**src/crs_pkg.sv**
```systemverilog
/*
   Package for the chip reset sequencer: timing constants, command codes, state encodings.
   Assumes a single 20 MHz clock shared by both ends.
*/
package crs_pkg;
   localparam int CLK_HZ = 20_000_000;
   localparam int CLK_MHZ = 20;
   // Times in their own units, as specified
   localparam int RST_MIN_US = 10;
   localparam int DEGLITCH_US = 1;
   localparam int HW_REL_MS = 90;
   localparam int HW_REF_MS = 70;
   localparam int SW_REL_MS = 10;
   localparam int SW_REF_MS = 25;
   localparam int SUB_RST_NS = 1200;
   localparam int OSC_START_US = 100;
   localparam int PLL_LOCK_US = 50;
   localparam int LATCH_CYC = 4;
   // Derived cycle counts: minimums round up, maximums round down
   localparam int RST_MIN_CYC = RST_MIN_US * CLK_MHZ;
   localparam int DEGLITCH_CYC = DEGLITCH_US * CLK_MHZ;
   localparam int HW_REL_CYC = HW_REL_MS * (CLK_HZ / 1000);
   localparam int HW_REF_CYC = HW_REF_MS * (CLK_HZ / 1000);
   localparam int SW_REL_CYC = SW_REL_MS * (CLK_HZ / 1000);
   localparam int SW_REF_CYC = SW_REF_MS * (CLK_HZ / 1000);
   localparam int SUB_RST_CYC = (SUB_RST_NS * CLK_MHZ + 999) / 1000;
   localparam int OSC_CYC = OSC_START_US * CLK_MHZ;
   localparam int PLL_CYC = PLL_LOCK_US * CLK_MHZ;
   // Host command codes on the control strobe
   localparam logic [2:0] CMD_NONE = 3'h0;
   localparam logic [2:0] CMD_SWRST = 3'h1;
   localparam logic [2:0] CMD_SUB1 = 3'h2;
   localparam logic [2:0] CMD_SUB2 = 3'h3;
   localparam logic [2:0] CMD_KEY1 = 3'h4;
   localparam logic [2:0] CMD_KEY2 = 3'h5;
   localparam logic [2:0] CMD_MASK = 3'h6;
   localparam int ERR_W = 4;
   localparam logic [ERR_W-1:0] ERR_NONE = 4'h0;
   typedef enum logic [2:0]
   {
      CRS_OFF = 3'b000,
      CRS_TRI = 3'b001,
      CRS_LATCH = 3'b011,
      CRS_OSC = 3'b010,
      CRS_PLL = 3'b110,
      CRS_WAIT = 3'b111,
      CRS_RUN = 3'b101
   } crs_state_e;
endpackage : crs_pkg

```
**src/crs_if.sv**
```systemverilog
/*
   Interface joining the host end and the device end of the reset sequencer.
   Assumes both ends share clk; the testbench binds it.
*/
`timescale 1ns/1ps
`default_nettype none
interface crs_if;
   import crs_pkg::*;
   logic reset_n;
   logic [2:0] cmd;
   logic cmd_valid;
   logic [ERR_W-1:0] cmd_data;
   logic [1:0] phy_system_ready;
   logic [1:0] phy_sys_irq;
   logic [ERR_W-1:0] phy_sys_irq_status1;
   logic [ERR_W-1:0] phy_sys_irq_status2;
   logic regs_ready;
   modport device (input reset_n, cmd, cmd_valid, cmd_data,
      output phy_system_ready, phy_sys_irq, phy_sys_irq_status1, phy_sys_irq_status2, regs_ready);
   modport host (output reset_n, cmd, cmd_valid, cmd_data,
      input phy_system_ready, phy_sys_irq, phy_sys_irq_status1, phy_sys_irq_status2, regs_ready);
endinterface : crs_if
`default_nettype wire

```
**src/crs_device.sv**
```systemverilog
/*
   Device end: power-on, pin, software, PHY subsystem and MAC-only resets,
   reference clock gating, ready status and latched PHY system errors.
   Assumes host drives reset_n and strobes commands synchronous to clk.
*/
`timescale 1ns/1ps
`default_nettype none
module crs_device
   import crs_pkg::*;
#(
   parameter int HW_REL = HW_REL_CYC,
   parameter int HW_REF = HW_REF_CYC,
   parameter int SW_REL = SW_REL_CYC,
   parameter int SW_REF = SW_REF_CYC,
   parameter int OSC_T = OSC_CYC,
   parameter int PLL_T = PLL_CYC
)
(
   // Clock and reset
   input wire logic clk,
   input wire logic rstn,
   // Link to host
   crs_if.device lnk,
   // Supplies and straps
   input wire logic power_good,
   input wire logic [3:0] strap_pins,
   input wire logic phy1_soft_pd,
   input wire logic [ERR_W-1:0] phy1_err_evt,
   input wire logic [ERR_W-1:0] phy2_err_evt,
   // Outputs to the chip
   output logic io_functional,
   output logic [3:0] strap_latched,
   output logic osc_enable,
   output logic pll_enable,
   output logic core_rstn,
   output logic phy2_core_rstn,
   output logic [1:0] phy_subsystem_reset,
   output logic mac_rstn,
   output logic tx_abort,
   output logic ref_clock_out
);
   localparam int CW = 32;
   logic [4:0] glitch_cnt;
   logic pin_low;
   logic pin_low_d;
   logic sw_req;
   logic sw_active;
   logic from_sw;
   crs_state_e state;
   logic [CW-1:0] seq_cnt;
   logic [CW-1:0] rel_cnt;
   logic [CW-1:0] ref_cnt;
   logic [1:0] key_seen;
   logic [5:0] sub_cnt1;
   logic [5:0] sub_cnt2;
   logic [5:0] mac_cnt;
   logic [ERR_W-1:0] mask1;
   logic [ERR_W-1:0] mask2;
   logic cmd_ok;

   //----------------------------------------
   // Reset pin filter
   //----------------------------------------
   always_ff @(posedge clk or negedge rstn)
   begin
      if (!rstn)
      begin
         glitch_cnt <= 5'h0;
         pin_low <= 1'b1;
      end
      else if (!power_good)
         pin_low <= 1'b1;
      else if (lnk.reset_n)
      begin
         glitch_cnt <= 5'h0;
         pin_low <= 1'b0;
      end
      else if (glitch_cnt >= 5'(DEGLITCH_CYC - 1))
         pin_low <= 1'b1;
      else
         glitch_cnt <= glitch_cnt + 5'h1;
   end

   assign cmd_ok = lnk.cmd_valid && (state == CRS_RUN);
   assign sw_req = cmd_ok && (lnk.cmd == CMD_SWRST);

   //----------------------------------------
   // Start-up sequencer
   //----------------------------------------
   always_ff @(posedge clk or negedge rstn)
   begin
      if (!rstn)
      begin
         state <= CRS_OFF;
         seq_cnt <= '0;
         rel_cnt <= '0;
         from_sw <= 1'b0;
         pin_low_d <= 1'b1;
         strap_latched <= 4'h0;
      end
      else
      begin
         pin_low_d <= pin_low;
         if (pin_low)
         begin
            state <= CRS_OFF;
            from_sw <= 1'b0;
            rel_cnt <= '0;
         end
         else
         begin
            if (state != CRS_RUN)
               rel_cnt <= rel_cnt + 1'b1;
            unique case (state)
               CRS_OFF:
                  state <= CRS_TRI;
               CRS_TRI:
               begin
                  state <= CRS_LATCH;
                  seq_cnt <= '0;
               end
               CRS_LATCH:
               begin
                  strap_latched <= strap_pins;
                  seq_cnt <= seq_cnt + 1'b1;
                  if (seq_cnt >= CW'(LATCH_CYC - 1))
                  begin
                     state <= CRS_OSC;
                     seq_cnt <= '0;
                  end
               end
               CRS_OSC:
               begin
                  seq_cnt <= seq_cnt + 1'b1;
                  if (seq_cnt >= CW'(OSC_T - 1))
                  begin
                     state <= CRS_PLL;
                     seq_cnt <= '0;
                  end
               end
               CRS_PLL:
               begin
                  seq_cnt <= seq_cnt + 1'b1;
                  if (seq_cnt >= CW'(PLL_T - 1))
                     state <= CRS_WAIT;
               end
               CRS_WAIT:
                  // Release counted from pin/write, including the cycles before the PLL is enabled
                  if (rel_cnt >= CW'((from_sw ? SW_REL : HW_REL) - 1))
                     state <= CRS_RUN;
               CRS_RUN:
                  if (sw_req)
                  begin
                     state <= CRS_TRI;
                     from_sw <= 1'b1;
                     rel_cnt <= '0;
                  end
            endcase
         end
      end
   end

   //----------------------------------------
   // Outputs of the sequencer
   //----------------------------------------
   always_ff @(posedge clk or negedge rstn)
   begin
      if (!rstn)
      begin
         io_functional <= 1'b0;
         osc_enable <= 1'b0;
         pll_enable <= 1'b0;
         core_rstn <= 1'b0;
         phy2_core_rstn <= 1'b0;
         tx_abort <= 1'b0;
         lnk.regs_ready <= 1'b0;
      end
      else
      begin
         io_functional <= (state != CRS_OFF) && (state != CRS_TRI) && (state != CRS_LATCH);
         osc_enable <= (state == CRS_OSC) || (state == CRS_PLL) || (state == CRS_WAIT) || (state == CRS_RUN);
         pll_enable <= (state == CRS_PLL) || (state == CRS_WAIT) || (state == CRS_RUN);
         core_rstn <= (state == CRS_RUN) && !sw_req;
         lnk.regs_ready <= (state == CRS_RUN) && !sw_req;
         // Soft reset leaves the second port's core reset alone
         phy2_core_rstn <= pin_low ? 1'b0 : (phy2_core_rstn || (state == CRS_RUN));
         tx_abort <= sw_req;
      end
   end

   //----------------------------------------
   // Reference clock hold-off
   //----------------------------------------
   always_ff @(posedge clk or negedge rstn)
   begin
      if (!rstn)
      begin
         ref_cnt <= '0;
         ref_clock_out <= 1'b0;
      end
      else if (pin_low || sw_req)
      begin
         ref_cnt <= '0;
         ref_clock_out <= 1'b0;
      end
      else if (ref_cnt < CW'((from_sw ? SW_REF : HW_REF) - 1))
      begin
         ref_cnt <= ref_cnt + 1'b1;
         ref_clock_out <= 1'b0;
      end
      else
         ref_clock_out <= ~ref_clock_out;
   end

   //----------------------------------------
   // PHY subsystem and MAC-only resets
   //----------------------------------------
   always_ff @(posedge clk or negedge rstn)
   begin
      if (!rstn)
      begin
         sub_cnt1 <= 6'h0;
         sub_cnt2 <= 6'h0;
         mac_cnt <= 6'h0;
         key_seen <= 2'h0;
         phy_subsystem_reset <= 2'h0;
         mac_rstn <= 1'b0;
      end
      else
      begin
         // Management registers sit outside these resets and stay reachable
         if (cmd_ok && lnk.cmd == CMD_SUB1)
            sub_cnt1 <= 6'(SUB_RST_CYC);
         else if (sub_cnt1 != 6'h0)
            sub_cnt1 <= sub_cnt1 - 6'h1;
         if (cmd_ok && lnk.cmd == CMD_SUB2)
            sub_cnt2 <= 6'(SUB_RST_CYC);
         else if (sub_cnt2 != 6'h0)
            sub_cnt2 <= sub_cnt2 - 6'h1;
         phy_subsystem_reset <= {sub_cnt2 > 6'h1, sub_cnt1 > 6'h1} |
            {cmd_ok && lnk.cmd == CMD_SUB2, cmd_ok && lnk.cmd == CMD_SUB1};
         // Key pair: any other command breaks the sequence
         if (cmd_ok)
            key_seen <= (lnk.cmd == CMD_KEY1) ? 2'h1 : 2'h0;
         if (cmd_ok && lnk.cmd == CMD_KEY2 && key_seen == 2'h1 && !phy1_soft_pd)
            mac_cnt <= 6'(SUB_RST_CYC);
         else if (mac_cnt != 6'h0)
            mac_cnt <= mac_cnt - 6'h1;
         // Only the MAC datapath is reset; links and PHY state are untouched
         mac_rstn <= (state == CRS_RUN) && (mac_cnt <= 6'h1) &&
            !(cmd_ok && lnk.cmd == CMD_KEY2 && key_seen == 2'h1 && !phy1_soft_pd);
      end
   end

   //----------------------------------------
   // Ready and latched system errors
   //----------------------------------------
   always_ff @(posedge clk or negedge rstn)
   begin
      if (!rstn)
      begin
         mask1 <= ERR_NONE;
         mask2 <= ERR_NONE;
         lnk.phy_sys_irq_status1 <= ERR_NONE;
         lnk.phy_sys_irq_status2 <= ERR_NONE;
         lnk.phy_sys_irq <= 2'h0;
         lnk.phy_system_ready <= 2'h0;
      end
      else if (pin_low)
      begin
         // Only a hardware reset clears the error latches
         mask1 <= ERR_NONE;
         mask2 <= ERR_NONE;
         lnk.phy_sys_irq_status1 <= ERR_NONE;
         lnk.phy_sys_irq_status2 <= ERR_NONE;
         lnk.phy_sys_irq <= 2'h0;
         lnk.phy_system_ready <= 2'h0;
      end
      else
      begin
         if (cmd_ok && lnk.cmd == CMD_MASK)
         begin
            mask1 <= lnk.cmd_data;
            mask2 <= lnk.cmd_data;
         end
         lnk.phy_sys_irq_status1 <= lnk.phy_sys_irq_status1 | phy1_err_evt;
         lnk.phy_sys_irq_status2 <= lnk.phy_sys_irq_status2 | phy2_err_evt;
         lnk.phy_sys_irq <= {|(lnk.phy_sys_irq_status2 & mask2), |(lnk.phy_sys_irq_status1 & mask1)};
         lnk.phy_system_ready <= {phy2_core_rstn && (state == CRS_RUN), (state == CRS_RUN) && !sw_req};
      end
   end
endmodule : crs_device
`default_nettype wire

```
**src/flat_wrapper.sv**
```systemverilog
// flat-port wrapper written by rule: the top's interface ports become plain ports
module crs_device_flat import crs_pkg::*;
#(
   parameter int HW_REL = HW_REL_CYC,
   parameter int HW_REF = HW_REF_CYC,
   parameter int SW_REL = SW_REL_CYC,
   parameter int SW_REF = SW_REF_CYC,
   parameter int OSC_T = OSC_CYC,
   parameter int PLL_T = PLL_CYC
)
  (clk, rstn, power_good, strap_pins, phy1_soft_pd, phy1_err_evt, phy2_err_evt, io_functional, strap_latched, osc_enable, pll_enable, core_rstn, phy2_core_rstn, phy_subsystem_reset, mac_rstn, tx_abort, ref_clock_out, lnk_reset_n, lnk_cmd, lnk_cmd_valid, lnk_cmd_data, lnk_phy_system_ready, lnk_phy_sys_irq, lnk_phy_sys_irq_status1, lnk_phy_sys_irq_status2, lnk_regs_ready);
  crs_if lnk_i ();
  input wire logic clk;
  input wire logic rstn;
  input wire logic power_good;
  input wire logic [3:0] strap_pins;
  input wire logic phy1_soft_pd;
  input wire logic [ERR_W-1:0] phy1_err_evt;
  input wire logic [ERR_W-1:0] phy2_err_evt;
  output logic io_functional;
  output logic [3:0] strap_latched;
  output logic osc_enable;
  output logic pll_enable;
  output logic core_rstn;
  output logic phy2_core_rstn;
  output logic [1:0] phy_subsystem_reset;
  output logic mac_rstn;
  output logic tx_abort;
  output logic ref_clock_out;
  input wire logic [$bits(lnk_i.reset_n)-1:0] lnk_reset_n;
  input wire logic [$bits(lnk_i.cmd)-1:0] lnk_cmd;
  input wire logic [$bits(lnk_i.cmd_valid)-1:0] lnk_cmd_valid;
  input wire logic [$bits(lnk_i.cmd_data)-1:0] lnk_cmd_data;
  output wire logic [$bits(lnk_i.phy_system_ready)-1:0] lnk_phy_system_ready;
  output wire logic [$bits(lnk_i.phy_sys_irq)-1:0] lnk_phy_sys_irq;
  output wire logic [$bits(lnk_i.phy_sys_irq_status1)-1:0] lnk_phy_sys_irq_status1;
  output wire logic [$bits(lnk_i.phy_sys_irq_status2)-1:0] lnk_phy_sys_irq_status2;
  output wire logic [$bits(lnk_i.regs_ready)-1:0] lnk_regs_ready;
  assign lnk_i.reset_n = lnk_reset_n;
  assign lnk_i.cmd = lnk_cmd;
  assign lnk_i.cmd_valid = lnk_cmd_valid;
  assign lnk_i.cmd_data = lnk_cmd_data;
  assign lnk_phy_system_ready = lnk_i.phy_system_ready;
  assign lnk_phy_sys_irq = lnk_i.phy_sys_irq;
  assign lnk_phy_sys_irq_status1 = lnk_i.phy_sys_irq_status1;
  assign lnk_phy_sys_irq_status2 = lnk_i.phy_sys_irq_status2;
  assign lnk_regs_ready = lnk_i.regs_ready;
  crs_device #(.HW_REL(HW_REL), .HW_REF(HW_REF), .SW_REL(SW_REL), .SW_REF(SW_REF), .OSC_T(OSC_T), .PLL_T(PLL_T)) u_core (.clk(clk), .rstn(rstn), .lnk(lnk_i), .power_good(power_good), .strap_pins(strap_pins), .phy1_soft_pd(phy1_soft_pd), .phy1_err_evt(phy1_err_evt), .phy2_err_evt(phy2_err_evt), .io_functional(io_functional), .strap_latched(strap_latched), .osc_enable(osc_enable), .pll_enable(pll_enable), .core_rstn(core_rstn), .phy2_core_rstn(phy2_core_rstn), .phy_subsystem_reset(phy_subsystem_reset), .mac_rstn(mac_rstn), .tx_abort(tx_abort), .ref_clock_out(ref_clock_out));
endmodule
```
**config.mk**
```make
export PLATFORM = sky130hd
export DESIGN_NAME = crs_device_flat
export DESIGN_NICKNAME = d
export VERILOG_FILES = /design/src/crs_pkg.sv /design/src/crs_if.sv /design/src/crs_device.sv /design/src/flat_wrapper.sv
export SDC_FILE = /design/constraint.sdc
export NUM_CORES = 1
export LEC_CHECK = 0
export ABC_AREA = 1
export ABC_CLOCK_PERIOD_IN_PS = 2400
export BUFFER_PORTS_ARGS = -buffer_cell sky130_fd_sc_hd__buf_2
export CORE_MARGIN = 2
export CORE_UTILIZATION = 55
export DETAILED_ROUTE_END_ITERATION = 10
export GPL_TIMING_DRIVEN = 0
export PLACE_DENSITY = 0.83
export SYNTH_ARGS = -nofsm -noshare
export SYNTH_HDL_FRONTEND = slang
export SYNTH_SLANG_ARGS = --single-unit
```
**constraint.sdc**
```tcl
create_clock -name clk -period 2.4 [get_ports clk]
set_input_delay 0.12 -clock clk [delete_from_list [all_inputs] [get_ports clk]]
set_output_delay 0.12 -clock clk [all_outputs]
set_load 0.005 [all_outputs]
```
==> reports/summary.log, run 1 <==
[run_status] result of the run completed
[timing] max_slew headroom 42.64%
[worst_hold_path] worst hold-check path type in -> reg
[floorplan] standard cell core area 0.01670 mm^2
[route] Vias per Instance 5.422
[power_and_ir_drop] Leakage Power 5.162 nW
[layout] fin nets 1447
[route] overall routed net length 23920 um
[synthesis] average footprint of a synthesized cell 7.239 um^2
[power_and_ir_drop] sum of internal, switching and leakage power 7.262 mW
[layout] synthesis-to-layout area growth 14.39%
[floorplan] effective utilization at floorplan 56.48%
[synthesis] Cells after Synth 1303
[floorplan] Die W 135.0 um
[clock_network] CTS tree built
[power_and_ir_drop] Peak supply drop 671.0 uV
[route] DRC marker count from the first detailed-route iteration 888
[synthesis] part of the Yosys area used for sequential elements 41.13%
[floorplan] std cell rows 47
[global_route] number of antenna violations at the first check in global routing 0
[timing] RSZ-0062 raised after global routing false
[route] post-detailed-route DRC marker count 0
[synthesis] warning count from the yosys run 0
[global_route] residual overflow from global routing 0
[clock_network] clock insertion delay at the later pin of the skew report 0.44 ns
[timing] actual transition at the worst max-transition pin 0.8564 ns
[layout] fraction of final layout cells with drive strength greater than 1 9.950%
[timing] Setup Skew 0.01337 ns
[placed_design] port buffer count 51
[synthesis] distinct cell type count of the synthesized netlist 46
[global_route] All-Layer GR Usage 27.68%
[layout] multi-input gate area in the final layout 0.004805 mm^2
[synthesis] async set-reset flop share out of synthesis 100.0%
[timing] period utilisation layout 92.87%
[timing] final critical delay including setup and external delays 2.229 ns
[synthesis] Netlist Area Pre-Place 0.009433 mm^2
[synthesis] number of synthesized flops with an enable pin 0
[timing] Fin. Hold Viols 0
[synthesis] net count after synthesis 1356
[clock_network] CTS clock-pin slew for the worst setup and hold paths 0.07 ns
[clock_network] CTS root buf clkbuf_16
[floorplan] die outline height 135.0 um
[setup_path] Critical Path AT 2.60 ns
[route] total iterations of the first detailed-routing run 5
[floorplan] area of the die 0.01821 mm^2
[route] post-route ant nets 0
[global_route] first-pass GRT wire length 40140 um
[setup_path] crit path max fanout 10
[global_route] vias in the first global route 8534
[setup_path] Crit path required time 2.77 ns
[route] routed len/inst 14.70 um
[global_route] maximum number of pins on one net before global-route repair 96
[power_and_ir_drop] power per standard cell area 673.0 mW/mm^2
[timing] worst hold slack across all endpoints 0.03266 ns
[clock_network] number of buffers inserted during clock tree synthesis 17
[floorplan] I/O pins 52
[layout] sequential cell area 0.003881 mm^2
[setup_path] critical path class reg -> reg
[clock_network] clock sink total 155
[placed_design] post-detail-place hpwl 16860 um
[synthesis] most used flip-flop cell after synthesis dfrtp_1
[setup_path] critical path startpoint category register
[timing] final setup fails 0
[clock_network] H-Tree Level Count 4
[job] max-capacitance violation count 0
[setup_path] type of element capturing the critical path register
[timing] number of pins with negative max-slew slack in the final report 0
[timing] maximum operating frequency 448.6 MHz
[placed_design] routability-driven placement congestion ratio 0.9234
[layout] Inserted Diodes 0
[synthesis] #FFs+latches synth 155
[clock_network] Clock Tree Buf Depth 2
[route] total via count in the routed design 8821
[layout] filler cell count in the final layout 1404
## synth_stat cells, drive strengths merged (3+ instances only)
| master | count | share of area, % |
|---|---|---|
| clkbuf | 10 | 0.40 |
| o22ai | 26 | 1.7 |
| ha | 28 | 3.7 |
| a22oi | 3 | 0.24 |
| nor3 | 40 | 2.3 |
| o21ai | 30 | 1.9 |
| a31oi | 3 | 0.20 |
| buf | 17 | 1.4 |
| nor2 | 228 | 9.4 |
| nand2 | 379 | 15 |
| nor4 | 3 | 0.52 |
| nor3b | 3 | 0.24 |
| mux2 | 4 | 0.48 |
| nand3 | 99 | 5.4 |
| dfrtp | 154 | 41 |
| inv | 154 | 6.1 |
| a21oi | 24 | 1.3 |
| xnor2 | 13 | 1.2 |
| xor2 | 40 | 3.7 |
| nand3b | 5 | 0.40 |
| nand4 | 25 | 1.7 |
## critical path, cell delays in order, from the launching register on
cell and delay (ns):
dfrtp_2 0.43, inv_1 0.24, ha_1 0.30, nand2_1 0.08, inv_1 0.04, o21ai_0 0.13, nand2_1 0.06, nor2_1 0.10
nand2_1 0.06, nand2_1 0.20, nand2_4 0.12, nand2_4 0.13, buf_6 0.16, nand2_1 0.06, nand2_1 0.05
## metrics by stage
stage | util (%) | instance area, um^2 | setup slack (ns) | cells | TNS, ns
floorplan | - | 9433 | 0.3251 | 1303 | 0
global placement | 59.66 | 9963 | -1.089 | 1574 | -169.93
detailed placement | 59.86 | 9997 | -0.2579 | 1575 | -5.000
CTS | 64.59 | 10790 | 0.1691 | 1627 | 0
global route | 64.61 | 10790 | 0.01480 | 1627 | 0
finish | 64.61 | 10790 | 0.1710 | 1627 | 0
## metal layers
metal	routed length [um]	track usage (%)	part of all wire, %	vias up
li1	-	-	-	4333
met1	10350	36.29	43	4156
met2	11470	45.69	48	278
met3	1439	5.668	6.0	54
met4	659	9.954	2.8	0
met5	0	0	0	-
## registers in the layout, summed over array words and instances, names as in the netlist, 2 cells and up
name,count
u_core.lnk.phy_sys_irq,2
u_core.sub_cnt1,6
u_core.phy_subsystem_reset,2
u_core.mask1,4
u_core.rel_cnt,32
u_core.seq_cnt,32
u_core.sub_cnt2,6
u_core.mac_cnt,6
u_core.glitch_cnt,5
u_core.lnk.phy_sys_irq_status2,4
u_core.strap_latched,4
u_core.ref_cnt,32
u_core.lnk.phy_sys_irq_status1,4
u_core.lnk.phy_system_ready,2
u_core.state,3
## final timing paths
path                                 startpoint                   end  slack, ns  cells after the start
setup reg to reg                 u_core.from_sw    u_core.ref_cnt[20]       0.17                     14
setup / recovery                 u_core.from_sw    u_core.ref_cnt[20]       0.17                     14
min in group asynchronous                  rstn  u_core.glitch_cnt[4]       0.22                      2
max in group asynchronous                  rstn    u_core.seq_cnt[30]       1.30                      3
hold reg to reg            u_core.ref_clock_out  u_core.ref_clock_out       0.42                      1
hold / removal                       lnk_cmd[0]    u_core.key_seen[0]       0.03                      2
## report_power, final
group	switching [mW]	internal, mW	total (mW)
combinational	0.842	0.533	1.37
clock	1.23	1.50	2.73
sequential	0.255	2.90	3.16
total	2.33	4.94	7.26
## placed cells by master, fill, tap and decap left out, drive strengths merged, types with 24 or more instances in the layout
cell	instances
a21oi	24
ha	28
clkbuf	28
buf	70
nand3	99
nor3	40
dfrtp	154
o21ai	30
xor2	40
nand4	25
nand2	379
nor2	228
inv	162
o22ai	26
## cell type report
class                   count  area share (%)
flip-flops and latches    155           35.97
repair buffers             72           4.511
clock buffers              18           4.070
plain buffers              27           1.600
multi-input cells         967           44.53
clock inverters            14           1.415
well taps                 220           2.551
inverters                 154           5.357
## kinds of logic after synthesis
| logic type | Yosys count | share of synthesized area [%] |
|---|---|---|
| flip-flops | 155 | 41.13 |
| buffers and inverters | 181 | 7.959 |
| adder cells (fa/ha/maj) | 28 | 3.714 |
| AND/OR/NAND/NOR | 787 | 35.68 |
| XOR/XNOR | 53 | 4.921 |
| AO/OA/AOI/OAI | 95 | 6.115 |
| multiplexers | 4 | 0.4775 |
## timing repair
item,4_1_cts,5_1_grt
endpoints found under the setup margin,26,1
setup buffers,1,0
gates cloned,0,0
hold buffers,19,0
endpoints found under the hold margin,78,0
gates resized for setup,1,1
Power figures use the tool's default switching activity.
==> run 2, diff against run 1 <==
--- a/config.mk
+++ b/config.mk
@@ -13,6 +13,7 @@
 export DETAILED_ROUTE_END_ITERATION = 10
 export GPL_TIMING_DRIVEN = 0
 export PLACE_DENSITY = 0.83
+export RECOVER_POWER = 100
 export SYNTH_ARGS = -nofsm -noshare
 export SYNTH_HDL_FRONTEND = slang
 export SYNTH_SLANG_ARGS = --single-unit
==> run 2 against run 1 <==
Net effect: the flow now finishes with violations (hold timing, capacitance limit, slew limit); routed wire length up 0.43%; register-to-register slack worse by 0.05 ns; flip-flop and latch count unchanged; global-route usage stayed put; power fell by 0.57%.
==> reports/summary.log, run 2 (synthesis results as in run 1) <==
[clock_network] CTS tree built
[layout] leading cell type in the layout, fill and taps excluded nand2_1
[global_route] maximum number of pins on one net before global-route repair 96
[clock_network] H-Tree Level Count 4
[setup_path] critical path class reg -> reg
[run_status] failing checks hold timing, capacitance limit, slew limit
[floorplan] standard cell core area 0.01670 mm^2
[placed_design] routability-driven placement congestion ratio 0.9234
[layout] Inserted Diodes 0
[global_route] vias in the first global route 8534
[power_and_ir_drop] sum of internal, switching and leakage power 7.221 mW
[layout] fin nets 1447
[floorplan] effective utilization at floorplan 56.48%
[clock_network] CTS root buf clkbuf_16
[global_route] residual overflow from global routing 0
[setup_path] Critical Path, Cell by Cell clkbuf_1, inv_1, nand2_1, buf_4, clkbuf_4, nor2_1
[timing] Fin. Hold Viols 1
[layout] fraction of final layout cells with drive strength greater than 1 7.960%
[layout] Finished Cell Area 0.01068 mm^2
[setup_path] Critical Path Slowest Stage Cell clkbuf_1
[layout] final non-filler cell total 1627
[clock_network] clock sink total 155
[layout] synthesis-to-layout area growth 13.20%
[timing] maximum operating frequency 438.6 MHz
[job] max-capacitance violation count 1
[route] total iterations of the first detailed-routing run 9
[timing] number of pins with negative max-slew slack in the final report 61
[timing] actual transition at the worst max-transition pin 1.566 ns
[clock_network] clock insertion delay at the later pin of the skew report 0.44 ns
[setup_path] crit-path leading delay family buffers and inverters
[power_and_ir_drop] power per standard cell area 676.3 mW/mm^2
[floorplan] area of the die 0.01821 mm^2
[setup_path] Crit path required time 2.72 ns
[route] post-detailed-route DRC marker count 0
[timing] Setup Skew 0.01215 ns
[floorplan] I/O pins 52
[clock_network] Clock Tree Buf Depth 2
[setup_path] delay contributed by the slowest stage of the critical path 0.56 ns
[route] DRC marker count from the first detailed-route iteration 901
[layout] most frequent cells in the layout nand2_1 (375), nor2_1 (224), dfrtp_1 (153), inv_1 (151), nand3_1 (98)
[floorplan] Die W 135.0 um
[setup_path] Critical Path AT 2.60 ns
[global_route] first-pass GRT wire length 40140 um
[route] overall routed net length 24020 um
[run_status] result of the run finished with violations
[layout] sequential cell area 0.003881 mm^2
[layout] filler cell count in the final layout 1446
[setup_path] critical path startpoint category register
[route] routed len/inst 14.76 um
[worst_hold_path] worst hold-check path type in -> reg
[timing] final setup fails 0
[route] post-route ant nets 0
[timing] period utilisation layout 95.00%
[timing] RSZ-0062 raised after global routing false
[placed_design] port buffer count 51
[setup_path] type of element capturing the critical path register
[layout] registers with the most flip-flops u_core.ref_cnt: 32 flops, u_core.rel_cnt: 32 flops, u_core.seq_cnt: 32 flops
[clock_network] number of buffers inserted during clock tree synthesis 17
[power_and_ir_drop] Leakage Power 5.081 nW
[placed_design] post-detail-place hpwl 16860 um
[power_and_ir_drop] Peak supply drop 667.6 uV
[placed_design] cell area after placement 0.009997 mm^2
[timing] final critical delay including setup and external delays 2.280 ns
[route] total via count in the routed design 8853
[setup_path] crit path max fanout 10
[timing] worst hold slack across all endpoints -0.01244 ns
[timing] max_slew headroom -4.407%
[floorplan] die outline height 135.0 um
[route] Vias per Instance 5.441
[global_route] number of antenna violations at the first check in global routing 0
[setup_path] Worst Path Buf+Inv 4
[layout] multi-input gate area in the final layout 0.004743 mm^2
[placed_design] Inst Count DP 1575
[global_route] All-Layer GR Usage 27.68%
[clock_network] CTS clock-pin slew for the worst setup and hold paths 0.07 ns
[floorplan] std cell rows 47
## run 2: what timing repair did
action,CTS,global route
setup endpoints to repair,26,1
gates resized for setup,1,1
hold buffers,19,0
setup buffers,1,0
cloned,0,0
hold endpoints to repair,78,0
## run 2: final timing paths
check,end,startpoint,slack [ns],cells after the start
min,u_core.key_seen[0],lnk_cmd[0],-0.01,2
min in group asynchronous,u_core.glitch_cnt[4],rstn,0.60,2
max,u_core.rel_cnt[9],u_core.pin_low,0.12,6
min reg2reg,u_core.ref_clock_out,u_core.ref_clock_out,0.42,1
max reg2reg,u_core.rel_cnt[9],u_core.pin_low,0.12,6
max in group asynchronous,u_core.seq_cnt[30],rstn,0.64,3
## run 2: through the flow
step	setup WS [ns]	utilization [%]	hold slack, ns	setup TNS, ns
finish	0.1201	63.93	-0.01244	0
global placement	-1.089	59.66	0.3351	-169.93
global route	0.01499	63.93	-0.01549	0
floorplan	0.3251	-	-0.1756	0
detailed placement	-0.2579	59.86	0.1411	-5.000
CTS	0.1691	64.59	0.02528	0
## run 2: per-layer routing
| layer | GRT usage [%] | vias to the layer above | routed length [um] |
|---|---|---|---|
| li1 | - | 4336 | - |
| met1 | 36.29 | 4212 | 10570 |
| met2 | 45.69 | 254 | 11580 |
| met3 | 5.668 | 51 | 1334 |
| met4 | 9.954 | 0 | 531 |
| met5 | 0 | - | 0 |
## run 2: layout make-up
class                   instances  area share [%]
clock inverters                14           1.430
clock buffers                  18           4.113
plain buffers                  27           1.371
repair buffers                 72           4.324
flip-flops and latches        155           36.35
well taps                     220           2.578
inverters                     154           5.414
multi-input cells             967           44.42
## run 2: where the power goes
| part | switching [mW] | internal, mW | leakage, nW |
|---|---|---|---|
| Sequential | 0.254 | 2.90 | 2.09 |
| Combinational | 0.829 | 0.499 | 2.71 |
| Clock | 1.24 | 1.50 | 0.290 |
| Total | 2.32 | 4.90 | 5.08 |
